--- src/kwu_pkg.sv ---
// Purpose: shared constants for the key wake-up port block
// Assumes: 125 MHz bus clock, Avalon-MM word-per-register map
// Notes: register byte address is four times the register index
package kwu_pkg;

  // register indices, byte address = index * 4
  localparam logic [5:0] IDX_G_DATA = 6'h28;
  localparam logic [5:0] IDX_H_DATA = 6'h29;
  localparam logic [5:0] IDX_G_DIR = 6'h2A;
  localparam logic [5:0] IDX_H_DIR = 6'h2B;
  localparam logic [5:0] IDX_G_WEN = 6'h2C;
  localparam logic [5:0] IDX_H_WEN = 6'h2D;
  localparam logic [5:0] IDX_G_WFL = 6'h2E;
  localparam logic [5:0] IDX_H_WFL = 6'h2F;

  // reset values
  localparam logic [7:0] RST_DATA = 8'h00;
  localparam logic [7:0] RST_DIR = 8'h00;
  localparam logic [7:0] RST_WEN = 8'h00;
  localparam logic [7:0] RST_WFL = 8'h00;

  // field positions in the first port
  localparam int SDA_BIT = 6;
  localparam int SCL_BIT = 7;
  localparam int SDS_BIT = 7;

  // filter oscillator timing
  localparam int CLK_MHZ = 125;
  localparam int FILT_OSC_NS = 200;
  localparam int FILT_PERIOD = (FILT_OSC_NS * CLK_MHZ) / 1000;
  localparam logic [7:0] FILT_S1 = 8'(FILT_PERIOD / 4);
  localparam logic [7:0] FILT_S2 = 8'(FILT_PERIOD / 2);
  localparam logic [7:0] FILT_S3 = 8'((3 * FILT_PERIOD) / 4);
  localparam logic [7:0] FILT_LAST = 8'(FILT_PERIOD - 1);

  typedef enum logic {
    KWU_FLT_IDLE = 1'b0,
    KWU_FLT_RUN = 1'b1
  } kwu_flt_t;

endpackage

--- src/kwu_top.sv ---
// Purpose: two 8-bit ports with key wake-up and start detection
// Assumes: Avalon-MM slave, byte address, one register per word
// Notes: stop_mode comes from clk-domain power control logic
`timescale 1ns/1ps

// Contract
// every wake-capable pin sets its flag on a falling edge
// interrupt request when a flag and its enable are both set
// fifteen sources share one request; first port bit 6 does start detect
// edge detection works with the pin as input or output
// in stop, enabled pins reach the wake request with no clocked path
// bias select pin high gives pull-ups, low gives pull-downs
// direction 0 is input, 1 is output; second port resets to input
// data, direction, enable and flag registers read and write anytime
// select 0 gives plain edge on bit 6; 1 gives start detect
// with start detect, bits 6 and 7 are open-drain
// with start detect, SDA fall counts only while SCL high
// enable and flag bit 6 follow the start detect selection
// enables gate the matching interrupt, 0 off and 1 on
// writing one clears a flag, writing zero leaves it
// first port flag bit 7 always reads zero
// input filter acts only in stop mode
// filter oscillator starts on an enabled triggering edge
// three samples per period; two low votes set the flag
// one filter shared by every enabled wake input
// pulses closer than minimum spacing may merge into one
// software keeps every pin driven or biased
// outside stop a synchronised falling edge sets the flag directly
module kwu_top (
  // clock and reset
  input wire logic clk,
  input wire logic rst_b,
  // avalon-mm slave
  input wire logic [7:0] address,
  input wire logic read,
  input wire logic write,
  input wire logic [31:0] writedata,
  input wire logic [3:0] byteenable,
  output logic [31:0] readdata,
  output logic waitrequest,
  // first port pins
  input wire logic [7:0] first_port_in,
  output logic [7:0] first_port_out,
  output logic [7:0] first_port_oe,
  // second port pins
  input wire logic [7:0] second_port_in,
  output logic [7:0] second_port_out,
  output logic [7:0] second_port_oe,
  // bias select pins and pad bias controls
  input wire logic first_port_bias_select,
  input wire logic second_port_bias_select,
  output logic [7:0] first_port_pull_up,
  output logic [7:0] first_port_pull_down,
  output logic [7:0] second_port_pull_up,
  output logic [7:0] second_port_pull_down,
  // power state and wake outputs
  input wire logic stop_mode,
  output logic wake_irq,
  output logic stop_wake_req
);
  import kwu_pkg::*;

  // registers
  logic [7:0] g_data_reg;
  logic [7:0] h_data_reg;
  logic [7:0] g_dir_reg;
  logic [7:0] h_dir_reg;
  logic [7:0] g_wen_reg;
  logic [7:0] h_wen_reg;
  logic [7:0] g_wfl_reg;
  logic [7:0] h_wfl_reg;
  logic [7:0] g_wfl_next;
  logic [7:0] h_wfl_next;

  // stop-mode capture of edges awaiting the filter verdict
  logic [7:0] g_pend_reg;
  logic [7:0] h_pend_reg;

  // synchronised pins and their previous sample
  logic [17:0] sync_q;
  logic [7:0] g_prev_reg;
  logic [7:0] h_prev_reg;

  // bus handshake
  logic wait_reg;

  // filter result
  logic filt_done;
  logic filt_valid;

  // pin level synchronisers, bias selects ride along
  kwu_sync #(
    .W(18)
  ) u_sync (
    .clk(clk),
    .rst_b(rst_b),
    .d({second_port_bias_select, first_port_bias_select,
        second_port_in, first_port_in}),
    .q(sync_q)
  );

  wire [7:0] g_s = sync_q[7:0];
  wire [7:0] h_s = sync_q[15:8];
  wire g_bias = sync_q[16];
  wire h_bias = sync_q[17];

  always_ff @(posedge clk) begin
    if (!rst_b) begin
      g_prev_reg <= 8'hFF;
      h_prev_reg <= 8'hFF;
    end else begin
      g_prev_reg <= g_s;
      h_prev_reg <= h_s;
    end
  end

  // edge detection reads the pad input, so it works for outputs too
  wire [7:0] g_fall = g_prev_reg & ~g_s;
  wire [7:0] h_fall = h_prev_reg & ~h_s;

  wire sds = g_wen_reg[SDS_BIT];
  wire scl_high = g_s[SCL_BIT];

  // bit 6 turns into a start detector; bit 7 never flags
  wire sda_event = g_fall[SDA_BIT] & (~sds | scl_high);
  wire [7:0] g_edge = {1'b0, sda_event, g_fall[5:0]};
  wire [7:0] h_edge = h_fall;

  // enables, bit 7 of the first port is the mode select, not an enable
  wire [7:0] g_en = {1'b0, g_wen_reg[6:0]};
  wire [7:0] h_en = h_wen_reg;

  // stop-mode filter path
  wire [7:0] g_trig = g_edge & g_en;
  wire [7:0] h_trig = h_edge & h_en;
  wire any_trig = |{g_trig, h_trig};

  // any enabled pin at the low level feeds the one shared vote
  wire any_low = |{g_en & ~g_s, h_en & ~h_s};

  kwu_filter u_filter (
    .clk(clk),
    .rst_b(rst_b),
    .run(stop_mode),
    .start(any_trig),
    .level(any_low),
    .done(filt_done),
    .valid(filt_valid)
  );

  // edges inside one filter period are merged into one verdict
  always_ff @(posedge clk) begin
    if (!rst_b || !stop_mode || filt_done) begin
      g_pend_reg <= 8'h00;
      h_pend_reg <= 8'h00;
    end else begin
      g_pend_reg <= g_pend_reg | g_trig;
      h_pend_reg <= h_pend_reg | h_trig;
    end
  end

  wire filt_ok = filt_done & filt_valid;
  wire [7:0] g_pend_all = g_pend_reg | g_trig;
  wire [7:0] h_pend_all = h_pend_reg | h_trig;

  // in stop only a filter pass sets flags; otherwise edges set them
  wire [7:0] g_set = stop_mode ? (filt_ok ? g_pend_all : 8'h00) : g_edge;
  wire [7:0] h_set = stop_mode ? (filt_ok ? h_pend_all : 8'h00) : h_edge;

  // bus decode
  wire [5:0] idx = address[7:2];
  wire lane0 = byteenable[0];
  wire bus_req = read | write;
  wire wr_take = write & ~wait_reg & lane0;
  wire [7:0] wbyte = writedata[7:0];

  wire hit_g_data = (idx == IDX_G_DATA);
  wire hit_h_data = (idx == IDX_H_DATA);
  wire hit_g_dir = (idx == IDX_G_DIR);
  wire hit_h_dir = (idx == IDX_H_DIR);
  wire hit_g_wen = (idx == IDX_G_WEN);
  wire hit_h_wen = (idx == IDX_H_WEN);
  wire hit_g_wfl = (idx == IDX_G_WFL);
  wire hit_h_wfl = (idx == IDX_H_WFL);

  // write-one-to-clear, a set in the same cycle wins over the clear
  wire [7:0] g_clr = (wr_take & hit_g_wfl) ? wbyte : 8'h00;
  wire [7:0] h_clr = (wr_take & hit_h_wfl) ? wbyte : 8'h00;

  assign g_wfl_next = ((g_wfl_reg & ~g_clr) | g_set) & 8'h7F;
  assign h_wfl_next = (h_wfl_reg & ~h_clr) | h_set;

  // port data reads the pin when input, the latch when output
  wire [7:0] g_rd_data = (g_dir_reg & g_data_reg) | (~g_dir_reg & g_s);
  wire [7:0] h_rd_data = (h_dir_reg & h_data_reg) | (~h_dir_reg & h_s);

  wire [7:0] rd_byte =
    hit_g_data ? g_rd_data :
    hit_h_data ? h_rd_data :
    hit_g_dir ? g_dir_reg :
    hit_h_dir ? h_dir_reg :
    hit_g_wen ? g_wen_reg :
    hit_h_wen ? h_wen_reg :
    hit_g_wfl ? g_wfl_reg :
    hit_h_wfl ? h_wfl_reg : 8'h00;

  // one wait cycle per access; unmapped reads return zero
  always_ff @(posedge clk) begin
    if (!rst_b) begin
      wait_reg <= 1'b1;
      readdata <= 32'h00000000;
    end else begin
      wait_reg <= ~(bus_req & wait_reg);
      if (read & wait_reg) readdata <= {24'h000000, rd_byte};
    end
  end

  assign waitrequest = wait_reg;

  // register writes, accepted at any time
  always_ff @(posedge clk) begin
    if (!rst_b) begin
      g_data_reg <= RST_DATA;
      h_data_reg <= RST_DATA;
      g_dir_reg <= RST_DIR;
      h_dir_reg <= RST_DIR;
      g_wen_reg <= RST_WEN;
      h_wen_reg <= RST_WEN;
    end else if (wr_take) begin
      if (hit_g_data) g_data_reg <= wbyte;
      if (hit_h_data) h_data_reg <= wbyte;
      if (hit_g_dir) g_dir_reg <= wbyte;
      if (hit_h_dir) h_dir_reg <= wbyte;
      if (hit_g_wen) g_wen_reg <= wbyte;
      if (hit_h_wen) h_wen_reg <= wbyte;
    end
  end

  always_ff @(posedge clk) begin
    if (!rst_b) begin
      g_wfl_reg <= RST_WFL;
      h_wfl_reg <= RST_WFL;
    end else begin
      g_wfl_reg <= g_wfl_next;
      h_wfl_reg <= h_wfl_next;
    end
  end

  // single shared request for all fifteen sources
  wire irq_next = |{g_wfl_reg & g_en, h_wfl_reg & h_en};

  always_ff @(posedge clk) begin
    if (!rst_b) wake_irq <= 1'b0;
    else wake_irq <= irq_next;
  end

  // the clock may be stopped, so this request bypasses every flop:
  // an enabled pin held low in stop asserts it directly
  wire [7:0] g_low_raw = g_en & ~first_port_in;
  wire [7:0] h_low_raw = h_en & ~second_port_in;
  assign stop_wake_req = stop_mode & (|{g_low_raw, h_low_raw});

  // pad drivers; start detect turns bits 6 and 7 into open drain
  wire [7:0] od_mask = sds ? 8'hC0 : 8'h00;
  wire [7:0] g_out_next = g_data_reg & ~od_mask;
  wire [7:0] g_oe_next = (g_dir_reg & ~od_mask) |
                         (g_dir_reg & od_mask & ~g_data_reg);
  wire [7:0] h_out_next = h_data_reg;
  wire [7:0] h_oe_next = h_dir_reg;

  always_ff @(posedge clk) begin
    if (!rst_b) begin
      first_port_out <= 8'h00;
      first_port_oe <= 8'h00;
      second_port_out <= 8'h00;
      second_port_oe <= 8'h00;
    end else begin
      first_port_out <= g_out_next;
      first_port_oe <= g_oe_next;
      second_port_out <= h_out_next;
      second_port_oe <= h_oe_next;
    end
  end

  // bias only matters on undriven pins, so driven pins get none;
  // pins left neither driven nor biased float, software avoids that
  wire [7:0] g_in_mask = ~g_oe_next;
  wire [7:0] h_in_mask = ~h_oe_next;

  always_ff @(posedge clk) begin
    if (!rst_b) begin
      first_port_pull_up <= 8'h00;
      first_port_pull_down <= 8'h00;
      second_port_pull_up <= 8'h00;
      second_port_pull_down <= 8'h00;
    end else begin
      first_port_pull_up <= g_in_mask & {8{g_bias}};
      first_port_pull_down <= g_in_mask & {8{~g_bias}};
      second_port_pull_up <= h_in_mask & {8{h_bias}};
      second_port_pull_down <= h_in_mask & {8{~h_bias}};
    end
  end

endmodule // kwu_top

--- src/kwu_sync.sv ---
// Purpose: two-stage synchroniser for pin-side levels
// Assumes: inputs are asynchronous to clk
// Notes: only the second stage leaves this module
`timescale 1ns/1ps
module kwu_sync #(
  parameter int W = 8
) (
  // clock and reset
  input wire logic clk,
  input wire logic rst_b,
  // levels
  input wire logic [W-1:0] d,
  output logic [W-1:0] q
);
  logic [W-1:0] meta_reg;

  always_ff @(posedge clk) begin
    if (!rst_b) begin
      meta_reg <= '1;
      q <= '1;
    end else begin
      meta_reg <= d;
      q <= meta_reg;
    end
  end
endmodule // kwu_sync

--- src/kwu_filter.sv ---
// Purpose: shared majority-vote wake-up filter
// Assumes: oscillator period derived from clk by counting
// Notes: one period of three votes per start, then idle again
`timescale 1ns/1ps
module kwu_filter (
  // clock and reset
  input wire logic clk,
  input wire logic rst_b,
  // control
  input wire logic run,
  input wire logic start,
  input wire logic level,
  // result
  output logic done,
  output logic valid
);
  import kwu_pkg::*;

  kwu_flt_t state_reg;
  logic [7:0] cnt_reg;
  logic [1:0] votes_reg;
  wire sample = (cnt_reg == FILT_S1) || (cnt_reg == FILT_S2) || (cnt_reg == FILT_S3);
  wire last = (cnt_reg == FILT_LAST);

  always_ff @(posedge clk) begin
    if (!rst_b || !run) begin
      state_reg <= KWU_FLT_IDLE;
      cnt_reg <= 8'h00;
      votes_reg <= 2'h0;
      done <= 1'b0;
      valid <= 1'b0;
    end else begin
      done <= 1'b0;
      valid <= 1'b0;
      unique case (state_reg)
        KWU_FLT_IDLE: begin
          cnt_reg <= 8'h00;
          votes_reg <= 2'h0;
          if (start) state_reg <= KWU_FLT_RUN;
        end
        KWU_FLT_RUN: begin
          cnt_reg <= cnt_reg + 8'h01;
          if (sample && level) votes_reg <= votes_reg + 2'h1;
          if (last) begin
            done <= 1'b1;
            valid <= votes_reg[1];
            state_reg <= KWU_FLT_IDLE;
          end
        end
      endcase
    end
  end
endmodule // kwu_filter

--- config.mk ---
export PLATFORM = sky130hd
export DESIGN_NAME = kwu_top
export DESIGN_NICKNAME = d
export VERILOG_FILES = /design/src/kwu_pkg.sv /design/src/kwu_top.sv /design/src/kwu_sync.sv /design/src/kwu_filter.sv
export SDC_FILE = /design/constraint.sdc
export NUM_CORES = 1
export LEC_CHECK = 0
export ABC_AREA = 1
export BUFFER_PORTS_ARGS = -buffer_cell sky130_fd_sc_hd__buf_2
export CAP_MARGIN = 20
export CORE_MARGIN = 3
export CORE_UTILIZATION = 59
export CTS_CLUSTER_DIAMETER = 100
export CTS_CLUSTER_SIZE = 30
export DETAILED_ROUTE_END_ITERATION = 8
export PLACE_DENSITY = 0.93
export SLEW_MARGIN = 10
export SYNTH_ARGS = -nofsm -noshare
export SYNTH_HDL_FRONTEND = slang
export SYNTH_SLANG_ARGS = --single-unit
--- constraint.sdc ---
create_clock -name clk -period 3.7 [get_ports clk]
set_clock_uncertainty 0.1 [all_clocks]
set_input_delay 0.185 -clock clk [delete_from_list [all_inputs] [get_ports clk]]
set_output_delay 0.185 -clock clk [all_outputs]
set_load 0.01 [all_outputs]
==> summary.txt, run 1 <==
Status
  • Status: completed

Worst setup path
  • Critical path class: register to output port
  • Worst stage delay on the critical path: roughly 670 ps
  • CP max FO: 6
  • Critical Path RT: 3410 ps
  • Crit-path slowest cell: a2111oi_0
  • CP endpoint kind: output port
  • Critical Path, Cell by Cell: nand2_1 > o21ai_0 > a2111oi_0 > a21oi_1 > buf_2
  • Crit start category: register
  • Register-to-register setup slack: 1560 ps
  • WP data arrival: 2100 ps

STA
  • Fin crit period: 2380 ps
  • Least-Margin Pin Slew: 924 ps
  • Finish-stage setup viols: 0
  • Setup TNS: 0 ps
  • Final Max Slew Viols: 0
  • Final setup margin: 1320 ps
  • Hold Violations, Final: 0
  • Slew margin rel.: 38.4%
  • RSZ-0062 raised after global routing: no
  • Fmax: 420 MHz
  • Tcrit/Tclk final: 64.3%

Yosys
  • Post-Syn Area: 0.00819 mm2
  • Post-synthesis sequential area ratio: between 50% and 60%
  • Cell count after synthesis: 1039
  • Main flop type after synthesis: dfxtp_1
  • YS warnings: 0
  • Syn Area/Cell: between 7 and 8 um2
  • Seq cells post-synth: ~220
  • Ranking of synthesized cells by area: dfxtp_1, nand2_1, inv_1, a21oi_1, o21ai_0
  • Unique masters post-synth: 37
  • Dominant cell type by area after synthesis: dfxtp_1
  • Number of flops mapped to enable cells by yosys: 0
  • Top-area cell type share of the netlist area: 52.8%
  • Async SR Flop Fraction: 0%

Drt
  • DRT Pass-1 Iters: 6
  • Residual DRC: 0
  • Via count: 7406
  • DRT antenna net count: 0
  • Total Wirelength: about 22000 um
  • Initial drt markers: 1009
  • Number of vias per cell: 5.53
  • Routed wire per std cell: 16.6 um

Clocking
  • Reg clk slew, reported paths: roughly 110 ps
  • PostCTS Resize Cnt: 0
  • Setup Buffers After CTS: 0
  • Clock network latency to the later pin of the worst-skew pair: 470 ps
  • CTS hold repair buffers: 29
  • CTS Sinks: between 200 and 250
  • CTS tree: done
  • CTS Root Cell: clkbuf_16
  • CTS Buffer Depth: 3
  • H-Tree Depth: 1
  • TritonCTS Buffers: 11

Pwr
  • Clock power frac: 32.6%
  • Switch Pwr: 0.000907 W
  • Internal power: 0.00301 W
  • Sequential Power Share: 61.0%
  • Comb power frac: 6.3%
  • P_leak: between 4 and 5 nW
  • Sw frac: a little under a quarter
  • Pwr per Cell Area: 419 mW/mm2
  • Max IR drop VDD: 0.000356 V

Place
  • Placer's final routability congestion estimate: 0.994
  • Setup WS pre-CTS: 1500 ps
  • IO buf count: around 110
  • Post-DP HPWL: about 16000 um

Layout
  • Most common cell after layout, fill and taps aside: dfxtp_1
  • Fill count: 1006
  • Antenna Cells: 0
  • Fin nets: 1234
  • Commonest non-fill, non-tap cells in the layout: dfxtp_1, nand2_1, inv_1
  • Layout cells sized above 1: approximately 15%
  • Syn-to-layout area delta: 14.2%

Global routing
  • Overall Global Routing Usage: around 28%
  • Vias in the first global route: 6805
  • Gr ovfl total: 0
  • Largest net degree at the start of global routing: 92
  • Initial antenna violation count: 0
  • First-pass GRT wire length: ~34000 um

Die
  • Die Span X: 124 um
  • Core Area: between 0.01 and 0.015 mm2
  • Initial Util: about three fifths
  • Die height: 124 um
  • Die area: 0.0153 mm2
  • Rows: 42
  • IO Count: 166

Run
  • # Max-Cap Violations: 0

Worst hold path
  • Type of the worst min-delay path: input port to register
## final timing paths
| kind | startpoint | endpoint | cells after the start |
|---|---|---|---|
| setup / recovery | g_wen_reg[3] | stop_wake_req | 5 |
| hold / removal | address[3] | h_data_reg[0] | 4 |
| setup reg to reg | waitrequest | h_en[0] | 7 |
| hold reg to reg | u_sync.meta_reg[7] | u_sync.q[7] | 1 |
## cell usage after synthesis, types with 2 or more instances
library cell and instances:
nand3_4 2, a21oi_1 83, a221oi_1 3, nor3_1 9, or2_2 35, nand3_1 61, o22ai_1 5, nor2_2 2
clkbuf_1 19, nand4_1 13, o21ai_0 83, buf_6 3, clkinv_1 2, inv_1 130, o21ba_2 2, ha_1 3
buf_1 3, dfxtp_1 216, buf_4 27, buf_2 8, nand2_1 205, nor2_1 90, nor2_4 3, a31oi_1 15
nor4_1 5
## cell type report
type	count	area [um2]	share of cell area, %
Tap cell	176	220	2.35
Clock buffer	11	275	2.94
Sequential cell	216	4320	46.2
Timing Repair Buffer	149	911	9.73
Multi-Input combinational cell	654	3100	33.1
Clock inverter	1	30.0	0.321
Inverter	132	495	5.29
## metrics by stage
| stage | utilization (%) | power, W | hold WS [ps] | std cells | area, um2 |
|---|---|---|---|---|---|
| floorplan | - | 0.00259 | 179 | 1062 | 8280 |
| global placement | 65.4 | 0.00265 | 271 | 1298 | 8760 |
| detailed placement | 65.4 | 0.00266 | 274 | 1298 | 8760 |
| CTS | 69.8 | 0.00392 | 96.4 | 1339 | 9360 |
| global route | 69.8 | 0.00403 | 151 | 1339 | 9360 |
| finish | 69.8 | 0.00392 | 116 | 1339 | 9360 |
## cells by family after synthesis
| group | synth area share, % |
|---|---|
| simple gates | 23.2 |
| flops | 52.8 |
| compound gates | 13.0 |
| buf+inv | 10.4 |
| fa+ha+maj | 0.458 |
| xor+xnor | 0.107 |
| other cells | 0.0458 |
## power groups by stage
stage / Clock [W] / Sequential [W] / Combinational (W)
finish: 0.00128 / 0.00239 / 0.000248
global placement: 0 / 0.00244 / 0.000212
global route: 0.00136 / 0.00240 / 0.000271
CTS: 0.00128 / 0.00239 / 0.000242
floorplan: 0 / 0.00245 / 0.000139
detailed placement: 0 / 0.00245 / 0.000216
## critical path, delay by kind of cell, from the launching register on
family / cells / cell delay (ps)
AO/OA/AOI/OAI: 3 / 900
flip-flops: 1 / 440
AND/OR/NAND/NOR: 1 / 110
buffers and inverters: 1 / 180
## per-layer routing
layer	share of wire, %	GRT usage, %	routed length (um)	up-vias
met4	5.8	14.5	1290	0
met3	9.0	4.50	2010	87
met2	47	48.3	10400	405
met5	0	0	0	-
met1	39	35.0	8610	3388
li1	-	-	-	3526
Note: power is estimated with default switching activity, not from simulation.
==> inputs of run 2 (changes only) <==
Settings changed: CORE_UTILIZATION 59 to 49, PLACE_DENSITY 0.93 to 0.83.
Clock period 3.7 ns to 2.15 ns, I/O delays scaled along.
==> run 2 against run 1 <==
Net effect:
- global-route usage is 5.1 points lower
- final area is 1.4% higher
- worst hold slack worse by 18 ps
- final cell count grew 3.6%
- critical path type unchanged
==> summary.txt, run 2 (same netlist as run 1, synthesis figures left out) <==
Status
  • Status: completed

Clocking
  • TritonCTS Buffers: 11
  • H-Tree Depth: 1
  • CTS Buffer Depth: 3
  • CTS tree: done
  • Clock network latency to the later pin of the worst-skew pair: 470 ps
  • Reg clk slew, reported paths: 110 ps
  • CTS Sinks: approximately 220
  • CTS Root Cell: clkbuf_16
  • Setup Buffers After CTS: 0

Run
  • # Max-Cap Violations: 0

STA
  • Hold Violations, Final: 0
  • Least-Margin Pin Slew: roughly 530 ps
  • Hold_ws: just under 100 ps
  • RSZ-0062 raised after global routing: no
  • Fmax: 506 MHz
  • Setup TNS: 0 ps
  • Final setup margin: 172 ps
  • Final Max Slew Viols: 0
  • Slew margin rel.: 64.7%
  • Tcrit/Tclk final: 92.0%
  • Finish-stage setup viols: 0
  • Fin crit period: 1980 ps

Die
  • Die height: 135 um
  • IO Count: around 170
  • Die area: around 0.018 mm2
  • Initial Util: about half
  • Rows: 46
  • Die Span X: between 100 and 150 um
  • Core Area: 0.0161 mm2

Worst setup path
  • Setup crit start: h_en[0]
  • CP endpoint kind: output port
  • Register-to-register setup slack: between 300 and 400 ps
  • RR Endpoint: h_dir_reg[3]
  • FF-to-FF path depth: 7
  • Critical Path RT: ~1900 ps
  • Crit start category: register
  • Worst r2r src: waitrequest
  • WP data arrival: 1770 ps
  • Critical path class: register to output port
  • CP max FO: 4
  • Critical path endpoint: stop_wake_req

Layout
  • Most common cell after layout, fill and taps aside: dfxtp_1
  • Layout cells sized above 1: between 15 and 20%
  • Fin nets: 1242
  • Antenna Cells: 0
  • Fill count: 1459
  • Commonest non-fill, non-tap cells in the layout: dfxtp_1, nand2_1, inv_1
  • Core Util, Final: between 50% and 60%
  • Syn-to-layout area delta: 15.8%

Worst hold path
  • Type of the worst min-delay path: input port to register

Global routing
  • Vias in the first global route: 6632
  • Initial antenna violation count: 1
  • Gr ovfl total: 0
  • First-pass GRT wire length: 34000 um
  • Overall Global Routing Usage: 23.3%
  • Largest net degree at the start of global routing: 51

Drt
  • Routed wire per std cell: 16.0 um
  • Via count: 7184
  • Initial drt markers: 677
  • DRT Pass-1 Iters: 5
  • DRT antenna net count: 0
  • Total Wirelength: around 22000 um
  • Residual DRC: 0
  • Number of vias per cell: 5.18

Place
  • Setup WS pre-CTS: around 360 ps
  • Post-DP HPWL: roughly 16000 um
  • IO buf count: between 100 and 150
  • Placer's final routability congestion estimate: between 0.9 and 1

Pwr
  • Pwr per Cell Area: 711 mW/mm2
  • Tot Pwr: 0.00675 W
  • P_leak: 4.33 nW
  • Max IR drop VDD: 0.000641 V
-- run 2: cell count changes in the layout (fill, tap and decap cells not counted) --
cell,previous run,this run
buf_4,8,14
a2111oi_0,1,0
a2111oi_2,0,1
buf_12,0,1
dlygate4sd3_1,29,30
-- run 2: metal layers --
metal	part of all wire [%]	track usage (%)
met5	0.059	0
met4	5.5	11.5
met3	6.8	2.71
met2	47	39.5
met1	41	29.6
-- run 2: layout make-up --
| class | instances | area, um2 | area share [%] |
|---|---|---|---|
| Timing Repair Buffer | 157 | 986 | 10.4 |
| Sequential cell | 216 | 4320 | 45.6 |
| Tap cell | 216 | 270 | 2.85 |
| Inverter | 132 | 495 | 5.22 |
| Clock inverter | 1 | 30.0 | 0.316 |
| Multi-Input combinational cell | 654 | 3110 | 32.8 |
| Clock buffer | 11 | 275 | 2.90 |
-- run 2: what timing repair did --
item | 4_1_cts | 5_1_grt
gates resized for setup | 0 | 2
endpoints found under the setup margin | 0 | 1
hold endpoints to repair | 64 | 0
hold buffers | 30 | 0
-- run 2: worst min-delay path by stage --
stage	slack [ps]	to	cells after the start	startpoint
finish	100	g_dir_reg[6]	5	byteenable[0]
global route	130	g_dir_reg[7]	5	byteenable[0]
floorplan	100	u_sync.meta_reg[13]	2	second_port_in[5]
global placement	200	u_sync.meta_reg[17]	2	second_port_bias_select
CTS	110	g_dir_reg[7]	5	byteenable[0]
detailed placement	200	u_sync.meta_reg[16]	2	first_port_bias_select
-- run 2: power by group --
part | switching [W] | internal (W)
registers | 0.0000367 | 0.00408
clock network | 0.00124 | 0.000956
logic | 0.000275 | 0.000155
-- run 2: per-stage QoR --
stage	area, um2	cells
6_report	9490	1387
4_1_cts	9480	1387
5_1_grt	9490	1387
3_3_place_gp	8880	1345
3_5_place_dp	8880	1345
2_1_floorplan	8280	1062
-- run 2: critical path, cell delays in order (launching register included) --
cell	delay, ps
dfxtp_1	350
inv_1	150
o21ai_0	130
a2111oi_2	410
a21oi_1	110
buf_2	150
